===== config.mk =====
export PLATFORM = sky130hd
export DESIGN_NAME = rbm_regs
export DESIGN_NICKNAME = d
export VERILOG_FILES = /design/src/inc/rbm_pkg.sv /design/src/logic/rbm_regs.sv
export SDC_FILE = /design/constraint.sdc
export NUM_CORES = 1
export LEC_CHECK = 0
export BUFFER_PORTS_ARGS = -buffer_cell sky130_fd_sc_hd__buf_2
export CAP_MARGIN = 20
export CORE_ASPECT_RATIO = 1.75
export CORE_MARGIN = 2
export CORE_UTILIZATION = 45
export CTS_BUF_LIST = sky130_fd_sc_hd__clkbuf_4 sky130_fd_sc_hd__clkbuf_8
export CTS_CLUSTER_SIZE = 25
export DETAILED_ROUTE_END_ITERATION = 16
export GPL_ROUTABILITY_DRIVEN = 0
export PLACE_DENSITY_LB_ADDON = 0.08
export SYNTH_ARGS = -nofsm -noshare
export SYNTH_HDL_FRONTEND = slang
export SYNTH_SLANG_ARGS = --single-unit

===== constraint.sdc =====
create_clock -name ref_clk -period 2.3 [get_ports ref_clk]
set_clock_uncertainty 0.1 [all_clocks]
set_input_delay 0.115 -clock ref_clk [delete_from_list [all_inputs] [get_ports ref_clk]]
set_output_delay 0.115 -clock ref_clk [all_outputs]
set_load 0.05 [all_outputs]

===== src/inc/rbm_pkg.sv =====
// Package for the radio buffer pointer and event mask register bank.
// Assumes an 8-bit register port with 7-bit addresses.
package rbm_pkg;
  localparam int ADDR_W = 7;
  localparam int DATA_W = 8;
  localparam logic [6:0] OFS_RX_AMP = 7'h0c;
  localparam logic [6:0] OFS_BUF_PTR = 7'h0d;
  localparam logic [6:0] OFS_TX_START = 7'h0e;
  localparam logic [6:0] OFS_RX_START = 7'h0f;
  localparam logic [6:0] OFS_LAST_START = 7'h10;
  localparam logic [6:0] OFS_EVT_MASK = 7'h11;
  localparam logic [6:0] OFS_EVT_FLAGS = 7'h12;
  localparam logic [6:0] OFS_RX_LEN = 7'h13;
  localparam logic [6:0] OFS_BUF_DATA = 7'h00;
  localparam int GAIN_HI = 7;
  localparam int GAIN_LO = 5;
  localparam int LBIAS_HI = 4;
  localparam int LBIAS_LO = 3;
  localparam int RSV_BIT = 2;
  localparam int HBIAS_HI = 1;
  localparam int HBIAS_LO = 0;
  localparam logic [2:0] GAIN_RST = 3'h1;
  localparam logic [2:0] GAIN_MAX = 3'h1;
  localparam logic [2:0] GAIN_MIN = 3'h6;
  localparam logic [1:0] BIAS_DEFAULT = 2'h0;
  localparam logic [1:0] BIAS_BOOST = 2'h3;
  localparam logic [7:0] PTR_RST = 8'h00;
  localparam logic [7:0] TX_START_RST = 8'h80;
  localparam logic [7:0] RX_START_RST = 8'h00;
  localparam logic [7:0] MASK_RST = 8'h00;
  localparam logic [7:0] ZERO8 = 8'h00;
  localparam logic [7:0] ONE8 = 8'h01;
  // Event bit positions, shared by flags and mask
  localparam int EV_RX_TIMEOUT = 7;
  localparam int EV_RX_DONE = 6;
  localparam int EV_CHECK_FAIL = 5;
  localparam int EV_HEADER_OK = 4;
  localparam int EV_TX_DONE = 3;
  localparam int EV_SCAN_DONE = 2;
  localparam int EV_HOP = 1;
  localparam int EV_FOUND = 0;
endpackage


===== src/logic/rbm_regs.sv =====
// Register bank: amplifier control, buffer pointers, event flags and mask.
// Assumes the serial port decoder delivers one-cycle read/write strobes.
`timescale 1ns/100ps
module rbm_regs (
  // Clock and reset
  input wire logic ref_clk,
  input wire logic rst,
  // Register port from serial decoder
  input wire logic [rbm_pkg::ADDR_W-1:0] reg_addr,
  input wire logic reg_wr,
  input wire logic reg_rd,
  input wire logic [rbm_pkg::DATA_W-1:0] reg_wdata,
  output logic [rbm_pkg::DATA_W-1:0] reg_rdata,
  // Buffer data port towards the packet memory
  output logic [7:0] buf_addr,
  output logic buf_wr,
  output logic buf_rd,
  output logic [7:0] buf_wdata,
  input wire logic [7:0] buf_rdata,
  // Modem side
  input wire logic [7:0] modem_events,
  input wire logic rx_packet_done,
  input wire logic [7:0] rx_packet_start,
  input wire logic [7:0] rx_packet_len,
  output logic [7:0] transmit_buffer_start,
  output logic [7:0] receive_buffer_start,
  output logic [2:0] rx_amp_gain,
  output logic [1:0] low_band_amp_bias,
  output logic high_band_boost,
  // Interrupt to host
  output logic irq
);
  import rbm_pkg::*;

  ////////////////////////////////////////////////////////////////////////
  logic [2:0] gain_r;
  logic [1:0] lbias_r;
  logic rsv_r;
  logic [1:0] hbias_r;
  logic [7:0] ptr_r;
  logic [7:0] tx_start_r;
  logic [7:0] rx_start_r;
  logic [7:0] last_start_r;
  logic [7:0] rx_len_r;
  logic [7:0] mask_r;
  logic [7:0] flags_r;
  logic [7:0] rdata_r;
  logic [7:0] rdata_nxt;
  logic data_port;
  logic data_access;
  logic wr_amp;
  logic wr_ptr;
  logic wr_tx;
  logic wr_rx;
  logic wr_mask;
  logic wr_flags;

  ////////////////////////////////////////////////////////////////////////
  // Write decode
  assign data_port = (reg_addr == OFS_BUF_DATA);
  assign data_access = (reg_wr || reg_rd) && data_port;
  assign wr_amp = reg_wr && (reg_addr == OFS_RX_AMP);
  assign wr_ptr = reg_wr && (reg_addr == OFS_BUF_PTR);
  assign wr_tx = reg_wr && (reg_addr == OFS_TX_START);
  assign wr_rx = reg_wr && (reg_addr == OFS_RX_START);
  assign wr_mask = reg_wr && (reg_addr == OFS_EVT_MASK);
  assign wr_flags = reg_wr && (reg_addr == OFS_EVT_FLAGS);

  ////////////////////////////////////////////////////////////////////////
  // Amplifier control
  always_ff @(posedge ref_clk) begin
    if (rst) begin
      gain_r <= GAIN_RST;
    end else if (wr_amp) begin
      gain_r <= reg_wdata[GAIN_HI:GAIN_LO];
    end
  end

  always_ff @(posedge ref_clk) begin
    if (rst) begin
      lbias_r <= BIAS_DEFAULT;
    end else if (wr_amp) begin
      lbias_r <= reg_wdata[LBIAS_HI:LBIAS_LO];
    end
  end

  always_ff @(posedge ref_clk) begin
    if (rst) begin
      rsv_r <= 1'b0;
    end else if (wr_amp) begin
      rsv_r <= reg_wdata[RSV_BIT];
    end
  end

  always_ff @(posedge ref_clk) begin
    if (rst) begin
      hbias_r <= BIAS_DEFAULT;
    end else if (wr_amp) begin
      hbias_r <= reg_wdata[HBIAS_HI:HBIAS_LO];
    end
  end

  assign rx_amp_gain = gain_r;
  assign low_band_amp_bias = lbias_r;
  assign high_band_boost = (hbias_r == BIAS_BOOST);

  ////////////////////////////////////////////////////////////////////////
  // Buffer pointers
  always_ff @(posedge ref_clk) begin
    if (rst) begin
      ptr_r <= PTR_RST;
    end else if (wr_ptr) begin
      ptr_r <= reg_wdata;
    end else if (data_access) begin
      ptr_r <= ptr_r + ONE8;
    end
  end

  always_ff @(posedge ref_clk) begin
    if (rst) begin
      tx_start_r <= TX_START_RST;
    end else if (wr_tx) begin
      tx_start_r <= reg_wdata;
    end
  end

  always_ff @(posedge ref_clk) begin
    if (rst) begin
      rx_start_r <= RX_START_RST;
    end else if (wr_rx) begin
      rx_start_r <= reg_wdata;
    end
  end

  assign transmit_buffer_start = tx_start_r;
  assign receive_buffer_start = rx_start_r;

  // Last packet details, modem writes only
  always_ff @(posedge ref_clk) begin
    if (rst) begin
      last_start_r <= ZERO8;
      rx_len_r <= ZERO8;
    end else if (rx_packet_done) begin
      last_start_r <= rx_packet_start;
      rx_len_r <= rx_packet_len;
    end
  end

  ////////////////////////////////////////////////////////////////////////
  // Buffer data port, address is the access pointer
  assign buf_addr = ptr_r;
  assign buf_wr = reg_wr && data_port;
  assign buf_rd = reg_rd && data_port;
  assign buf_wdata = reg_wdata;

  ////////////////////////////////////////////////////////////////////////
  // Event mask and flags
  always_ff @(posedge ref_clk) begin
    if (rst) begin
      mask_r <= MASK_RST;
    end else if (wr_mask) begin
      mask_r <= reg_wdata;
    end
  end

  // Per event bit, new events win over a simultaneous clear
  for (genvar i = 0; i < DATA_W; i++) begin : g_flag
    always_ff @(posedge ref_clk) begin
      if (rst) begin
        flags_r[i] <= 1'b0;
      end else if (modem_events[i]) begin
        flags_r[i] <= 1'b1;
      end else if (wr_flags && reg_wdata[i]) begin
        flags_r[i] <= 1'b0;
      end
    end
  end

  assign irq = |(flags_r & ~mask_r);

  ////////////////////////////////////////////////////////////////////////
  // Read select
  always_comb begin
    rdata_nxt = ZERO8;
    case (reg_addr)
      OFS_BUF_DATA: rdata_nxt = buf_rdata;
      OFS_RX_AMP: rdata_nxt = {gain_r, lbias_r, rsv_r, hbias_r};
      OFS_BUF_PTR: rdata_nxt = ptr_r;
      OFS_TX_START: rdata_nxt = tx_start_r;
      OFS_RX_START: rdata_nxt = rx_start_r;
      OFS_LAST_START: rdata_nxt = last_start_r;
      OFS_EVT_MASK: rdata_nxt = mask_r;
      OFS_EVT_FLAGS: rdata_nxt = flags_r;
      OFS_RX_LEN: rdata_nxt = rx_len_r;
      default: rdata_nxt = ZERO8;
    endcase
  end

  // Read data, registered one cycle after the read strobe
  always_ff @(posedge ref_clk) begin
    if (rst) begin
      rdata_r <= ZERO8;
    end else if (reg_rd) begin
      rdata_r <= rdata_nxt;
    end
  end

  assign reg_rdata = rdata_r;
endmodule


==> metrics.yaml <==
floorplanning:
  die_h_um: 120.9
  fp.dieW_um: 70.80
  die-area_mm2: 0.008558
  core_mm2: 0.007567
  row_count: 42
  io_pins: 101
  start_util_pct: 46.43
synth:
  synthArstFlopShare_pct: 0
  synthMostInstantiatedCell: "nor2_1"
  netlist_top_cells_area: "dfxtp_1 41%, mux2i_1 16%, nor2_1 9.0%"
  yosysTopAreaCell: "dfxtp_1"
  synth_area_mm2: 0.003513
  syn_nets: 434
  yosysTopAreaCellShare_pct: 41.03
  synth_flop_cell: "dfxtp_1"
  synth_cell_types: 45
  yosysWarnings: 0
  yosys_register_bits: 72
  synth_cells: 381
  avgSynthCellArea_um2: 9.221
  synth-edff-count: 0
  synthTopCellsByCount: "84 x nor2_1, 72 x dfxtp_1, 55 x mux2i_1"
  ys_seq_area_share_pct: 41.03
critical_path:
  path_cells: "buf_2, nor3b_1, and2_1, nand3_1, mux2i_1, nor2_1"
  critPathSlowestCell: "nor3b_1"
  startpoint_type: "primary input"
  worstPathRequired_ps: 2410
  path_max_fanout: 8
  crit_arrival_ps: 1960
  end_kind: "register"
  slowest_delay_ps: 460
  worst-setup-path-type: "in2reg"
min_path:
  hold_class: "in2reg"
sta:
  fin_setup_tns_ps: 0
  slew_headroom_pct: 53.48
  rsz0062_at_grt: "no"
  worst_slew_pin_slew_ps: 697.9
  hold_ws_ps: 25.72
  hold_viol: 0
  max_freq_ghz: 0.5385
  fin_crit_ps: 1857
  finalCritPeriodShare_pct: 80.74
  slew_viol_final: 0
  setup_violations: 0
job:
  drv_cap: 0
global_routing:
  grt_pass1_vias: 3164
  track_usage_pct: 24.93
  grt_overflow: 0
  grt_max_degree: 65
  grt_antenna_before_repair: 0
  grt_first_pass_wirelength_um: 16390
power:
  power_leakage_nw: 2.222
  power.density_mw_per_mm2: 553.4
  peakVddDrop_mv: 0.3841
  fin_total_pwr_mw: 2.514
layout:
  diodes: 0
  areaGrowthSynthToFinish_pct: 29.31
  drive_gt1_share_pct: 28.68
  final_net_count: 557
clocking:
  cts_tree: "built"
  clk_pin_slew_ps: 70
  cts.sinks: 72
  cts_buffers: 9
  cts-root-buf: "clkbuf_8"
  htreeDepth: 3
  cts_buffer_depth: 2
  clk_latency_ps: 350
placement:
  dpl.hpwl_um: 7655
  io_buffers: 100
drt:
  vias_per_cell: 5.508
  drt-pass1-iter-count: 4
  ant_nets: 0
  post_drt_wl_per_cell_um: 17.27
  dr_wl_met3_um: 492
  wl_met2_um: 5381
  route.detailed.drc: 0
  top_layer: "met4"
  wl_um: 10310
  routed-via-count: 3288
  drt-met1-wl_um: 4091
  drt_iter0_drc: 229
outcome:
  status: "complete, no violations"
## worst max-delay path, delay by kind of cell
kind,cells,cell delay (ps)
simple gates,4,1350
buf+inv,1,200
mux,1,290
## flip-flops by register name, indices dropped and copies added (netlist names)
name,cells
mask_r,8
transmit_buffer_start,8
reg_rdata,8
buf_addr,8
flags_r,8
rx_len_r,8
rx_amp_gain,3
rsv_r,1
receive_buffer_start,8
last_start_r,8
low_band_amp_bias,2
hbias_r,2
## where the power goes
group	switching (mW)	internal [mW]	leakage [nW]
clock network	0.449	0.454	0.0937
logic	0.178	0.138	1.54
registers	0.0203	1.28	0.586
## placed cells by master, fill, tap and decap left out, drive strengths merged, types with 3 or more instances in the layout
cell | netlist | routed
nand2 | 13 | 13
clkbuf | 17 | 13
nor2b | 3 | 3
nor2 | 84 | 84
nand4 | 5 | 5
dfxtp | 72 | 72
xor2 | 6 | 6
a22o | 7 | 7
a31oi | 4 | 4
a32oi | 3 | 3
a211oi | 8 | 8
o21ai | 3 | 3
and3 | 3 | 3
a221oi | 4 | 4
and2 | 5 | 5
o22ai | 4 | 4
inv | 10 | 10
nand3 | 7 | 7
buf | 16 | 115
a22oi | 6 | 6
dlygate4sd3 | 0 | 30
mux2 | 4 | 4
a21oi | 18 | 18
mux2i | 55 | 55
mux4 | 5 | 5
## cell type report
type                            count  area [um2]
Tap cell                           88       110.1
Multi-Input combinational cell    266        1863
Sequential cell                    72        1441
Inverter                           10       37.54
Fill cell                         698        3024
Clock inverter                      3       17.52
Timing Repair Buffer              145       913.4
Clock buffer                       13       160.2
## metal layers
layer	vias up	track usage (%)
met5	-	0
met4	0	12.50
met3	24	4.900
met2	111	43.05
met1	1557	28.85
li1	1596	-
## kinds of logic (layout without fill, tap and decap cells)
kind of cell,after synthesis,count (layout),share of synthesized area [%]
simple gates,130,130,17.45
flops,72,72,41.03
compound gates,64,64,13.21
mux,64,64,20.26
buf+inv,43,171,5.947
xor+xnor,7,7,1.745
fa+ha+maj,1,1,0.3561
## metrics by stage
step	setup slack (ps)	utilization (%)	instances	instance area [um2]
2_1_floorplan	448.2	-	381	3513
3_3_place_gp	180.0	53.72	551	4065
3_5_place_dp	90.22	53.72	551	4065
4_1_cts	454.1	60.04	597	4543
5_1_grt	246.1	60.04	597	4543
6_report	442.9	60.04	597	4543
## repair_timing
item | CTS | global route
setup buffers | 0 | 0
endpoints found under the setup margin | 0 | 0
endpoints found under the hold margin | 30 | 0
hold buffers | 30 | 0
resized for setup | 0 | 0
## path summary, 6_finish.rpt
check | start | to | slack, ps | depth (start not counted)
worst max-delay path | reg_addr[4] | mask_r[0] | 440 | 6
worst min register to register | reg_rdata[1] | reg_rdata[1] | 380 | 1
worst max register to register | buf_addr[2] | buf_addr[7] | 690 | 5
worst min-delay path | reg_wdata[4] | low_band_amp_bias[1] | 30 | 3
(Power assumes the default switching activity.)
